## config.mk

```make
export PLATFORM = sky130hd
export DESIGN_NAME = gpp_port
export DESIGN_NICKNAME = d
export VERILOG_FILES = /design/src/inc/gpp_pkg.sv /design/src/inc/gpp_det_if.sv /design/src/logic/gpp_sync.sv /design/src/logic/gpp_det.sv /design/src/logic/gpp_port.sv
export SDC_FILE = /design/constraint.sdc
export NUM_CORES = 2
export LEC_CHECK = 0
export ABC_CLOCK_PERIOD_IN_PS = 36100
export BUFFER_PORTS_ARGS = -buffer_cell sky130_fd_sc_hd__buf_4
export CORE_UTILIZATION = 50
export CTS_CLUSTER_SIZE = 28
export DETAILED_ROUTE_END_ITERATION = 12
export PLACE_DENSITY_LB_ADDON = 0.12
export SKIP_CTS_REPAIR_TIMING = 1
export SLEW_MARGIN = 20
export SYNTH_ARGS = -nofsm -noshare
export SYNTH_HDL_FRONTEND = slang
export SYNTH_SLANG_ARGS = --single-unit
```

## constraint.sdc

```tcl
create_clock -name clk_sys -period 36.1 [get_ports clk_sys]
set_clock_uncertainty 0.1 [all_clocks]
set_input_delay 7.22 -clock clk_sys [delete_from_list [all_inputs] [get_ports clk_sys]]
set_output_delay 7.22 -clock clk_sys [all_outputs]
set_load 0.02 [all_outputs]
```

## src/inc/gpp_pkg.sv

```systemverilog
// Purpose: Shared constants for the 32-pin port block
// Assumes: 32-bit register port, word offsets as byte addresses
// Notes:   Offsets of set/clear aliases follow their base register
package gpp_pkg;
	localparam int unsigned NPINS = 32;
	localparam int unsigned AW    = 8;
	localparam logic [AW-1:0] A_SEL0     = 8'h00;
	localparam logic [AW-1:0] A_SEL0_SET = 8'h04;
	localparam logic [AW-1:0] A_SEL0_CLR = 8'h08;
	localparam logic [AW-1:0] A_DRV_EN   = 8'h0C;
	localparam logic [AW-1:0] A_DRV_EN_SET = 8'h10;
	localparam logic [AW-1:0] A_DRV_EN_CLR = 8'h14;
	localparam logic [AW-1:0] A_DRV_LVL  = 8'h18;
	localparam logic [AW-1:0] A_DRV_LVL_SET = 8'h1C;
	localparam logic [AW-1:0] A_DRV_LVL_CLR = 8'h20;
	localparam logic [AW-1:0] A_IN_LVL   = 8'h24;
	localparam logic [AW-1:0] A_IRQ_EN   = 8'h28;
	localparam logic [AW-1:0] A_IRQ_EN_SET = 8'h2C;
	localparam logic [AW-1:0] A_IRQ_EN_CLR = 8'h30;
	localparam logic [AW-1:0] A_IRQ_FL   = 8'h34;
	localparam logic [AW-1:0] A_IRQ_FL_CLR = 8'h38;
	localparam logic [AW-1:0] A_SEL1     = 8'h3C;
	localparam logic [AW-1:0] A_SEL1_SET = 8'h40;
	localparam logic [AW-1:0] A_SEL1_CLR = 8'h44;
	localparam logic [AW-1:0] A_SEL2     = 8'h48;
	localparam logic [AW-1:0] A_SEL2_SET = 8'h4C;
	localparam logic [AW-1:0] A_SEL2_CLR = 8'h50;
	localparam logic [AW-1:0] A_TRIG     = 8'h54;
	localparam logic [AW-1:0] A_POL      = 8'h58;
	localparam logic [AW-1:0] A_RX_EN    = 8'h5C;
	localparam logic [AW-1:0] A_RX_EN_SET = 8'h60;
	localparam logic [AW-1:0] A_RX_EN_CLR = 8'h64;
	localparam logic [AW-1:0] A_PULL0    = 8'h68;
	localparam logic [AW-1:0] A_PULL1    = 8'h6C;
	localparam logic [AW-1:0] A_PSTR     = 8'h70;
	localparam logic [AW-1:0] A_DS0      = 8'h74;
	localparam logic [AW-1:0] A_DS1      = 8'h78;
	localparam logic [AW-1:0] A_RAIL     = 8'h7C;
	localparam logic [AW-1:0] A_BOTH     = 8'h80;
	localparam logic [AW-1:0] A_WAKE_EN  = 8'h84;
	localparam logic [31:0] ALL_ONES = 32'hFFFF_FFFF;
	localparam logic [31:0] ZERO32   = 32'h0000_0000;
	// Debug pins come up in the primary alternate function
	localparam logic [31:0] DBG_PINS = 32'h3000_0000;
	localparam logic [31:0] RST_SEL0 = ALL_ONES & ~DBG_PINS;
	localparam logic [31:0] RST_RXEN = ALL_ONES;
	// Pull code values
	localparam logic [1:0] PULL_HIZ  = 2'h0;
	localparam logic [1:0] PULL_UP   = 2'h1;
	localparam logic [1:0] PULL_DOWN = 2'h2;
endpackage

```

## src/inc/gpp_det_if.sv

```systemverilog
// Purpose: Carries input levels and detector controls between modules
// Assumes: One clock, 32 pins
// Notes:   Controller drives config, detector returns events
`timescale 1ns/1ps
`default_nettype none
interface gpp_det_if;
	logic [31:0] lvl;
	logic [31:0] trig_edge;
	logic [31:0] pol_fall;
	logic [31:0] both;
	logic [31:0] rearm;
	logic [31:0] evt;
	logic [31:0] edge_evt;
	modport ctl (output trig_edge, output pol_fall, output both, output rearm, input lvl,
		input evt, input edge_evt);
	modport det (input trig_edge, input pol_fall, input both, input rearm, input lvl,
		output evt, output edge_evt);
	modport src (output lvl);
endinterface
`default_nettype wire

```

## src/logic/gpp_sync.sv

```systemverilog
// Purpose: Three-stage pin synchroniser with input gating
// Assumes: Pins asynchronous to clk_sys
// Notes:   Change accepted when stages two and three agree
`timescale 1ns/1ps
`default_nettype none
module gpp_sync #(
	parameter int unsigned N = 32
) (
	input  wire logic         clk_sys,
	input  wire logic         sys_rst,
	input  wire logic [N-1:0] pin_in,
	input  wire logic [N-1:0] rx_en,
	gpp_det_if.src            dif
);
	logic [N-1:0] s1_r, s2_r, s3_r, lvl_r;

	// The detector interface carries exactly one word of pins
	if (N != gpp_pkg::NPINS) begin : g_bad_n
		$error("gpp_sync supports exactly 32 pins");
	end

	always_ff @(posedge clk_sys or posedge sys_rst) begin
		if (sys_rst) begin
			s1_r  <= '0;
			s2_r  <= '0;
			s3_r  <= '0;
			lvl_r <= '0;
		end else begin
			s1_r <= pin_in;
			s2_r <= s1_r;
			s3_r <= s2_r;
			// Disabled receiver reads as constant low
			// Per pin, so one bouncing pin cannot hold back the others
			lvl_r <= ((s2_r & s3_r) | (lvl_r & (s2_r ^ s3_r))) & rx_en;
		end
	end
	assign dif.lvl = lvl_r;
endmodule
`default_nettype wire

```

## src/logic/gpp_det.sv

```systemverilog
// Purpose: Per-pin level and edge event detector
// Assumes: Levels already synchronised
// Notes:   Edge memory is the previous level only; rearm is not used here
`timescale 1ns/1ps
`default_nettype none
module gpp_det #(
	parameter int unsigned N = 32
) (
	input  wire logic clk_sys,
	input  wire logic sys_rst,
	gpp_det_if.det    dif
);
	logic [N-1:0] prev_r;

	// The detector interface carries exactly one word of pins
	if (N != gpp_pkg::NPINS) begin : g_bad_n
		$error("gpp_det supports exactly 32 pins");
	end

	always_ff @(posedge clk_sys or posedge sys_rst) begin
		if (sys_rst) begin
			prev_r <= '0;
		end else begin
			prev_r <= dif.lvl;
		end
	end
	for (genvar i = 0; i < N; i++) begin : g_pin
		logic rise, fall, edg, lvl_hit;
		assign rise = dif.lvl[i] & ~prev_r[i];
		assign fall = ~dif.lvl[i] & prev_r[i];
		// An edge in the clear cycle still sets the flag, so no event is lost
		assign edg = dif.both[i] ? (rise | fall) :
			(dif.pol_fall[i] ? fall : rise);
		assign lvl_hit = dif.pol_fall[i] ? ~dif.lvl[i] : dif.lvl[i];
		assign dif.evt[i] = dif.trig_edge[i] ? edg : lvl_hit;
		assign dif.edge_evt[i] = dif.trig_edge[i] & edg;
	end
endmodule
`default_nettype wire

```

## src/logic/gpp_port.sv

```systemverilog
// Purpose: 32-pin port with function select, pad control and pin events
// Assumes: Register port with one-cycle read latency, never stalls
// Notes:   Pad control outputs copy their registers, except pull enables, decoded from the pull code
//
// Implementation choices: the strobed register port and the register addresses.
`timescale 1ns/1ps
`default_nettype none
module gpp_port
	import gpp_pkg::*;
#(
	parameter int unsigned N = gpp_pkg::NPINS
) (
	input  wire logic                 clk_sys,
	input  wire logic                 sys_rst,
	input  wire logic [gpp_pkg::AW-1:0] reg_addr,
	input  wire logic [31:0]          reg_wdata,
	input  wire logic                 reg_wr,
	input  wire logic                 reg_rd,
	output logic      [31:0]          reg_rdata,
	input  wire logic [N-1:0]         pin_in,
	output logic      [N-1:0]         pin_out,
	output logic      [N-1:0]         pin_oe,
	output logic      [N-1:0]         pull_up_en,
	output logic      [N-1:0]         pull_down_en,
	output logic      [N-1:0]         pull_strong,
	output logic      [2*N-1:0]       drive_strength,
	output logic      [N-1:0]         supply_rail_sel,
	input  wire logic [N-1:0]         af1_out,
	input  wire logic [N-1:0]         af1_oe,
	input  wire logic [N-1:0]         af2_out,
	input  wire logic [N-1:0]         af2_oe,
	output logic      [N-1:0]         af1_in,
	output logic      [N-1:0]         af2_in,
	output logic                      port_irq,
	output logic                      wake_req
);
	import gpp_pkg::*;

	// Every per-pin register and the interface are fixed at one word
	if (N != NPINS) begin : g_bad_n
		$error("gpp_port supports exactly 32 pins");
	end

	// Per-pin registers, bit n serves pin n
	logic [31:0] sel0_r, sel1_r, sel2_r;
	logic [31:0] drv_en_r, drv_lvl_r, rx_en_r;
	logic [31:0] irq_en_r, irq_fl_r, trig_r, pol_r, both_r, wake_en_r;
	logic [31:0] pull0_r, pull1_r, pstr_r, ds0_r, ds1_r, rail_r;
	logic [31:0] reg_rdata_r;
	logic        port_irq_r, wake_r;
	logic [31:0] fl_nxt;

	gpp_det_if dif ();

	gpp_sync #(.N(N)) u_sync (
		.clk_sys (clk_sys),
		.sys_rst (sys_rst),
		.pin_in  (pin_in),
		.rx_en   (rx_en_r),
		.dif     (dif)
	);

	gpp_det #(.N(N)) u_det (
		.clk_sys (clk_sys),
		.sys_rst (sys_rst),
		.dif     (dif)
	);

	function automatic logic hit(input logic [AW-1:0] a, input logic [AW-1:0] b);
		hit = reg_wr && (a == b);
	endfunction

	// Plain write, set alias, clear alias
	function automatic logic [31:0] upd(input logic [31:0] cur, input logic [AW-1:0] a,
		input logic [AW-1:0] s, input logic [AW-1:0] c);
		logic [31:0] v;
		v = cur;
		if (hit(a, reg_addr)) begin
			v = reg_wdata;
		end else if (hit(s, reg_addr)) begin
			v = cur | reg_wdata;
		end else if (hit(c, reg_addr)) begin
			v = cur & ~reg_wdata;
		end
		upd = v;
	endfunction

	function automatic logic [31:0] wr(input logic [31:0] cur, input logic [AW-1:0] a);
		wr = hit(a, reg_addr) ? reg_wdata : cur;
	endfunction

	// Function select; writable any time, reset loads RST_SEL0 and zero
	always_ff @(posedge clk_sys or posedge sys_rst) begin
		if (sys_rst) begin
			sel0_r <= RST_SEL0;
		end else begin
			sel0_r <= upd(sel0_r, A_SEL0, A_SEL0_SET, A_SEL0_CLR);
		end
	end
	always_ff @(posedge clk_sys or posedge sys_rst) begin
		if (sys_rst) begin
			sel1_r <= ZERO32;
		end else begin
			sel1_r <= upd(sel1_r, A_SEL1, A_SEL1_SET, A_SEL1_CLR);
		end
	end
	always_ff @(posedge clk_sys or posedge sys_rst) begin
		if (sys_rst) begin
			sel2_r <= ZERO32;
		end else begin
			sel2_r <= upd(sel2_r, A_SEL2, A_SEL2_SET, A_SEL2_CLR);
		end
	end

	// Data and receive control
	always_ff @(posedge clk_sys or posedge sys_rst) begin
		if (sys_rst) begin
			drv_en_r <= ZERO32;
		end else begin
			drv_en_r <= upd(drv_en_r, A_DRV_EN, A_DRV_EN_SET, A_DRV_EN_CLR);
		end
	end
	always_ff @(posedge clk_sys or posedge sys_rst) begin
		if (sys_rst) begin
			drv_lvl_r <= ZERO32;
		end else begin
			drv_lvl_r <= upd(drv_lvl_r, A_DRV_LVL, A_DRV_LVL_SET, A_DRV_LVL_CLR);
		end
	end
	always_ff @(posedge clk_sys or posedge sys_rst) begin
		if (sys_rst) begin
			rx_en_r <= RST_RXEN;
		end else begin
			rx_en_r <= upd(rx_en_r, A_RX_EN, A_RX_EN_SET, A_RX_EN_CLR);
		end
	end

	// Pad electrical settings
	always_ff @(posedge clk_sys or posedge sys_rst) begin
		if (sys_rst) begin
			pull0_r <= ZERO32;
		end else begin
			pull0_r <= wr(pull0_r, A_PULL0);
		end
	end
	always_ff @(posedge clk_sys or posedge sys_rst) begin
		if (sys_rst) begin
			pull1_r <= ZERO32;
		end else begin
			pull1_r <= wr(pull1_r, A_PULL1);
		end
	end
	always_ff @(posedge clk_sys or posedge sys_rst) begin
		if (sys_rst) begin
			pstr_r <= ZERO32;
		end else begin
			pstr_r <= wr(pstr_r, A_PSTR);
		end
	end
	always_ff @(posedge clk_sys or posedge sys_rst) begin
		if (sys_rst) begin
			ds0_r <= ZERO32;
		end else begin
			ds0_r <= wr(ds0_r, A_DS0);
		end
	end
	always_ff @(posedge clk_sys or posedge sys_rst) begin
		if (sys_rst) begin
			ds1_r <= ZERO32;
		end else begin
			ds1_r <= wr(ds1_r, A_DS1);
		end
	end
	always_ff @(posedge clk_sys or posedge sys_rst) begin
		if (sys_rst) begin
			rail_r <= ZERO32;
		end else begin
			rail_r <= wr(rail_r, A_RAIL);
		end
	end

	// Interrupt configuration
	always_ff @(posedge clk_sys or posedge sys_rst) begin
		if (sys_rst) begin
			irq_en_r <= ZERO32;
		end else begin
			irq_en_r <= upd(irq_en_r, A_IRQ_EN, A_IRQ_EN_SET, A_IRQ_EN_CLR);
		end
	end
	always_ff @(posedge clk_sys or posedge sys_rst) begin
		if (sys_rst) begin
			trig_r <= ZERO32;
		end else begin
			trig_r <= wr(trig_r, A_TRIG);
		end
	end
	always_ff @(posedge clk_sys or posedge sys_rst) begin
		if (sys_rst) begin
			pol_r <= ZERO32;
		end else begin
			pol_r <= wr(pol_r, A_POL);
		end
	end
	always_ff @(posedge clk_sys or posedge sys_rst) begin
		if (sys_rst) begin
			both_r <= ZERO32;
		end else begin
			both_r <= wr(both_r, A_BOTH);
		end
	end
	always_ff @(posedge clk_sys or posedge sys_rst) begin
		if (sys_rst) begin
			wake_en_r <= ZERO32;
		end else begin
			wake_en_r <= wr(wake_en_r, A_WAKE_EN);
		end
	end

	assign dif.trig_edge = trig_r;
	assign dif.pol_fall  = pol_r;
	assign dif.both      = both_r;
	assign dif.rearm     = (reg_wr && reg_addr == A_IRQ_FL_CLR) ? reg_wdata : ZERO32;

	// An event in the same cycle as its clear keeps the flag set
	always_comb begin
		fl_nxt = (irq_fl_r & ~dif.rearm) | dif.evt;
	end

	always_ff @(posedge clk_sys or posedge sys_rst) begin
		if (sys_rst) begin
			irq_fl_r <= ZERO32;
		end else begin
			irq_fl_r <= fl_nxt;
		end
	end

	// Request only on an enabled 0 to 1 flag transition
	always_ff @(posedge clk_sys or posedge sys_rst) begin
		if (sys_rst) begin
			port_irq_r <= 1'b0;
		end else begin
			port_irq_r <= |(fl_nxt & ~irq_fl_r & irq_en_r);
		end
	end

	// Only edges can wake; levels need a running clock
	always_ff @(posedge clk_sys or posedge sys_rst) begin
		if (sys_rst) begin
			wake_r <= 1'b0;
		end else begin
			wake_r <= |(dif.edge_evt & wake_en_r);
		end
	end
	assign port_irq = port_irq_r;
	assign wake_req = wake_r;

	// Pin routing per select code
	for (genvar i = 0; i < N; i++) begin : g_pin
		logic is_io, is_af1, is_af2;
		assign is_io  = sel0_r[i];
		assign is_af1 = ~sel0_r[i] & ~sel1_r[i] & ~sel2_r[i];
		assign is_af2 = ~sel0_r[i] & sel1_r[i] & ~sel2_r[i];
		assign pin_out[i] = is_io ? drv_lvl_r[i] :
			(is_af1 ? af1_out[i] : (is_af2 ? af2_out[i] : 1'b0));
		assign pin_oe[i] = is_io ? drv_en_r[i] :
			(is_af1 ? af1_oe[i] : (is_af2 ? af2_oe[i] : 1'b0));
		assign af1_in[i] = is_af1 & dif.lvl[i];
		assign af2_in[i] = is_af2 & dif.lvl[i];
		assign pull_up_en[i]   = {pull1_r[i], pull0_r[i]} == PULL_UP;
		assign pull_down_en[i] = {pull1_r[i], pull0_r[i]} == PULL_DOWN;
		assign pull_strong[i]  = pstr_r[i];
		assign drive_strength[2*i+1:2*i] = {ds1_r[i], ds0_r[i]};
	end
	assign supply_rail_sel = rail_r;

	// Readback; input level reads whatever function is active
	always_ff @(posedge clk_sys or posedge sys_rst) begin
		if (sys_rst) begin
			reg_rdata_r <= ZERO32;
		end else if (!reg_rd) begin
			reg_rdata_r <= ZERO32;
		end else if (reg_addr == A_SEL0) begin
			reg_rdata_r <= sel0_r;
		end else if (reg_addr == A_SEL1) begin
			reg_rdata_r <= sel1_r;
		end else if (reg_addr == A_SEL2) begin
			reg_rdata_r <= sel2_r;
		end else if (reg_addr == A_DRV_EN) begin
			reg_rdata_r <= drv_en_r;
		end else if (reg_addr == A_DRV_LVL) begin
			reg_rdata_r <= drv_lvl_r;
		end else if (reg_addr == A_IN_LVL) begin
			reg_rdata_r <= dif.lvl;
		end else if (reg_addr == A_IRQ_EN) begin
			reg_rdata_r <= irq_en_r;
		end else if (reg_addr == A_IRQ_FL) begin
			reg_rdata_r <= irq_fl_r;
		end else if (reg_addr == A_TRIG) begin
			reg_rdata_r <= trig_r;
		end else if (reg_addr == A_POL) begin
			reg_rdata_r <= pol_r;
		end else if (reg_addr == A_RX_EN) begin
			reg_rdata_r <= rx_en_r;
		end else if (reg_addr == A_PULL0) begin
			reg_rdata_r <= pull0_r;
		end else if (reg_addr == A_PULL1) begin
			reg_rdata_r <= pull1_r;
		end else if (reg_addr == A_PSTR) begin
			reg_rdata_r <= pstr_r;
		end else if (reg_addr == A_DS0) begin
			reg_rdata_r <= ds0_r;
		end else if (reg_addr == A_DS1) begin
			reg_rdata_r <= ds1_r;
		end else if (reg_addr == A_RAIL) begin
			reg_rdata_r <= rail_r;
		end else if (reg_addr == A_BOTH) begin
			reg_rdata_r <= both_r;
		end else if (reg_addr == A_WAKE_EN) begin
			reg_rdata_r <= wake_en_r;
		end else begin
			reg_rdata_r <= ZERO32;
		end
	end
	assign reg_rdata = reg_rdata_r;
endmodule
`default_nettype wire

```

* Yosys cells after proc, flatten, opt, wreduce, memory -nomap -nowiden *
Cells that the tools add are included.

cells by class
  mux-type cells = 362
  reductions and logical operators = 42
  bitwise logic cells = 507
  eq/ne operators = 113

operator list
  cell                                                                   count
  32-bit 2-to-1 mux                                                      42
  32-bit AND                                                             14
  1-bit 2-to-1 mux                                                       320
  1-bit AND                                                              288
  32-bit bitwise OR                                                      9
  1-bit inverter                                                         160
  7-bit by 8-bit equality test with 1-bit output, first input constant   16
  32-bit inverter                                                        3
  8-bit by 7-bit equality test with 1-bit output, second input constant  10
  2-bit by 1-bit equality test with 1-bit output, second input constant  32
  2-bit equality test, second input constant                             32
  32-bit OR reduction                                                    2
  6-bit by 8-bit equality test with 1-bit output, first input constant   5
  8-bit by 6-bit equality test with 1-bit output, second input constant  5
  5-bit by 8-bit equality test with 1-bit output, first input constant   4
  1-bit logical AND                                                      32
  1-bit bitwise OR                                                       32
  32-bit bitwise XOR                                                     1
  3-bit nonzero test                                                     7
  4-bit by 8-bit equality test with 1-bit output, first input constant   2
  8-bit equality test, first input constant                              2
  8-bit equality test, second input constant                             2
  3-bit by 8-bit equality test with 1-bit output, first input constant   1
  8-bit by 4-bit equality test with 1-bit output, second input constant  1
  other kinds (2)                                                        2

word-level totals
  word-level logic and storage cells = 1050
  flip-flop bits (word level) = 770
  output and inout bits = 354

* Logic depth before layout (Yosys ltp) *
  depth after elaboration = 21
  depth in mapped cells = 11
  mapped depth without buffers = 8

* Hierarchy *
From an unflattened synthesis, not the netlist that was laid out.

second synthesis, totals
  cell total of the unflattened synthesis = 3621
  area total of the unflattened synthesis = 39740.6 µm²

modules (own cells, without submodules)
  module    cells each  area each (µm²)  instances  seq. area each (µm²)
  gpp_port  3011        32444.9          1          15342.2
  gpp_sync  225         3967.6           1          3203.1
  gpp_det   385         3328.2           1          800.8

* Least setup slack after synthesis *
Ideal clock, no wire load.

  path kind = input to output
  from = input af2_oe[10]
  to = output pin_oe[10]
  data required time = 28.780 ns
  path slack = 20.956 ns
  cell stages on the path = 2
  arrival = 7.824 ns
  path through = mux2i_1 o31ai_1

between the ends
  cells in the longest elaborated chain, start to end = 3

RTL lines
  element                        line             text
  start, declared                gpp_port.sv:31   input wire logic [N-1:0] af2_oe,
  1-bit 2-to-1 mux (2 in a row)  gpp_port.sv:266  (is_af1 ? af1_oe[i] : (is_af2 ? af2_oe[i] : 1'b0));
  1-bit 2-to-1 mux               gpp_port.sv:265  assign pin_oe[i] = is_io ? drv_en_r[i] :
  end, declared                  gpp_port.sv:22   output logic [N-1:0] pin_oe,

No other way between the ends.

* Worst setup path in the final report *
  from = input af2_oe[7]
  to = output pin_oe[7]

Same word-level chain as after synthesis.

==> results.md <==
* Number of synthesized flops with an enable pin at 0
* CTS buffer count at 84
* Setup TNS at 0 ns
* Syn-to-layout area delta at 20.2%
* PwrDens at 44.8 nW/um^2
* Post-layout min period at 15.29 ns
* Critical path cell sequence: buf_4, mux2i_1, o31ai_1, buf_4
* Slew Viols, Final at 0
* CP Buf/Inv Count at 2
* Synth Area in Adders at 3.04%
* Setup crit start kind: input port
* Simple-Gate Fraction of Synth Area at 10.1%
* Row cnt at 102
* Synth Area in Compound Gates at 20.7%
* Period utilization at 42.3%
* IO Count at 558
* Core area at 77800 sq um
* Largest net degree at the start of global routing at 108
* Clk Tree Root Cell: clkbuf_16
* Post-synth ARST share at 100%
* DR iter-0 viols at 4701
* Drt via density at 6.88
* Relative max-transition margin at 15.4%
* Crit Path Max Fanout at 1
* Fraction of layout cells with a size suffix above 1 at 30.1%
* Syn_area_per_cell at 10.5 sq um
* First-pass GRT wire length at 249000 um
* Final non-filler cell total at 5259
* Final WL at 177000 um
* H-tree depth at 3
* Initial antenna violation count at 5
* Synthesis-stage register bit count at 770
* Post-route ant nets at 0
* Fmax at 65.4 MHz
* Clock sink count at 770
* Final hold violation count at 0
* Placed wire-length estimate at 114000 um
* Initial core utilization at 50.7%
* TritonCTS clock tree: yes
* GRT Total Usage at 43.0%
* Dpl cells at 5101
* Die area at 80100 sq um
* Mux contribution to synthesized area at 12.2%
* CP required at 28.78 ns
* Initial DRT Pass Iterations at 6
* Yosys warning count at 0
* Largest family of logic cells by synthesized area: compound AO/OA/AOI/OAI gates
* Clock power frac at 41.6%
* Seq/Total Area, Yosys at 49.0%
* Seq pwr share at 46.7%
* Largest stage delay on the critical path at 0.39 ns
* Run status: complete, no violations
* Hold WC Path Type: flop to flop
* Cell family contributing the most delay on the critical path: compound AO/OA/AOI/OAI gates
* Post-Synthesis Cells at 3767
* Max VDD drop at 0.0360 mV
* Layout fillers at 6612
* Layout net count at 4448
* Die Y at 283 um
* DRC errors left at 0
* Endpoints failing setup at 0
* Slew @ Worst Pin at 1.26 ns
* Worst EP arrival at 7.96 ns
* Comb power frac at 11.7%
* Dpl cell area at 44600 sq um
* Grt ovf at 0
* Die Wd at 283 um
* Max Cap Viol at 0
* Gpl congestion at 1.03
* Cell-internal power at 1.55 mW
* Clock Latency Late Sink at 0.65 ns
* Crit path kind: input port to output pin
* Net switching power at 0.578 mW
* Cell area after synthesis at 39500 sq um
* Post-Synth XOR/XNOR Area at 0.709%
* RSZ-0062 raised after global routing: no
* Crit path top cell by count: buf_4
* Number of global-route vias before repair at 34600
* Switching part of the total at 27.2%
* Synth unique cells at 74
* Worst-path clk slew at 0.06 ns
* Final instance area at 47500 sq um
* Vias at 36200
* Post-Syn Nets at 4067
* Leakage at 21.4 nW
* Wire per inst at 33.6 um
* Critical Path End Type: output pin
* Clock Path Buffers at 3
* IO Port Bufs at 557
* Slowest library cell on the worst path: o31ai_1
* Ys flop type: dfrtp_1
==> Yosys cell counts (16+ instances only) <==
library cell,count,area [sq um]
dfrtp_1,708,17700
mux2_2,359,4040
nand2_1,310,1160
clkbuf_1,295,1110
a21oi_1,276,1380
o21ai_0,231,1160
a22o_1,182,1590
nor2_1,173,649
nor2b_1,107,669
ha_1,96,1200
inv_1,91,342
a22oi_1,78,586
mux2i_1,76,761
dfstp_2,62,1630
o31ai_1,60,450
buf_1,52,195
o22ai_1,46,288
nor4b_1,41,359
nor4_1,40,250
a221oi_1,36,315
o211ai_1,36,270
a32o_1,34,340
xnor2_1,29,254
nor3_1,21,105
a211o_1,18,158
o211a_1,17,170
a222oi_1,16,160
o221ai_1,16,140
==> logic make-up (layout without fill, tap and decap cells) <==
logic type / Yosys count / count (layout)
xor gates and xnor gates: 32 / 32
DFF: 770 / 770
and+or+nand+nor: 798 / 798
muxes: 436 / 436
adders and majority gates: 96 / 96
other: 0 / 3
AOI/OAI and AO/OA: 1189 / 1189
buffers and inverters: 446 / 895
==> worst paths after layout <==
| check | from | end | slack (ns) | cells after the start |
|---|---|---|---|---|
| max reg2reg | u_sync.dif.lvl[0] | port_irq | 32.27 | 8 |
| min in group asynchronous | sys_rst | ds0_r[28] | 6.64 | 2 |
| max in group asynchronous | sys_rst | pull_strong[9] | 26.02 | 6 |
| max | af2_oe[7] | pin_oe[7] | 20.82 | 4 |
| min | u_sync.s1_r[20] | u_sync.s2_r[20] | 0.25 | 0 |
| min reg2reg | u_sync.s1_r[20] | u_sync.s2_r[20] | 0.25 | 0 |
==> metrics by stage <==
| stage | hold slack [ns] | util [%] | total power, mW | worst slack (ns) |
|---|---|---|---|---|
| finish | 0.247 | 61.0 | 2.13 | 20.82 |
| detailed placement | 0.235 | 57.3 | 1.25 | 20.76 |
| global route | 0.253 | 61.0 | 2.18 | 20.78 |
| floorplan | 0.231 | - | 1.13 | 7.27 |
| CTS | 0.248 | 60.9 | 2.12 | 20.76 |
| global placement | 0.232 | 57.3 | 1.24 | 20.78 |
==> worst register-to-register path, stage by stage (launching register included) <==
cell	delay [ns]
dfrtp_1	0.49
inv_1	0.20
ha_1	0.23
mux2_2	0.26
o211ai_1	0.57
o2bb2ai_1	0.22
or4_1	0.56
or4_1	0.51
or4_1	0.55
==> layout make-up <==
cell class                 instances  area, sq um  share of cell area, %
sequential                       770        19300                   40.8
multi-input combinational       2551        18800                   39.6
tap                             1040         1300                   2.74
inverter                          92          353                  0.743
timing repair buffer             649         4890                   10.3
clock buffer                     133         2540                   5.35
clock inverter                    21          244                  0.514
antenna                            3         7.51                 0.0158
==> power groups by stage <==
stage / sequential (mW) / clock, mW / combinational (mW)
2_1_floorplan: 0.981 / 0 / 0.150
3_3_place_gp: 1.00 / 0 / 0.240
3_5_place_dp: 1.00 / 0 / 0.244
4_1_cts: 0.988 / 0.884 / 0.245
5_1_grt: 0.997 / 0.916 / 0.264
6_report: 0.992 / 0.885 / 0.248
==> placed cells by master (no fill, tap or decap), types with 16 or more instances in the layout <==
cell	Yosys	layout
o21ai_0	231	230
clkbuf_16	0	86
nand2_1	310	302
buf_4	0	648
a221oi_1	36	36
xnor2_1	29	29
o211a_1	17	17
a22oi_1	78	78
nor2_1	173	156
a22o_1	182	182
mux2i_1	76	76
a222oi_1	16	16
nor3_1	21	16
a21oi_1	276	275
a32o_1	34	34
o22ai_1	46	46
o31ai_1	60	60
o211ai_1	36	36
dfrtp_1	708	708
clkbuf_1	295	26
o221ai_1	16	16
clkbuf_8	0	21
nor4_1	40	39
inv_1	91	89
a211o_1	18	18
nor2b_1	107	107
dfstp_2	62	62
mux2_2	359	359
ha_1	96	96
nor4b_1	41	38
==> per-layer routing <==
layer	wire length (um)	GRT usage [%]
met5	24	0
met2	75100	62.5
met1	66500	56.1
met4	11200	23.5
met3	23800	15.2
No activity file was read; power rests on OpenSTA's default activity.
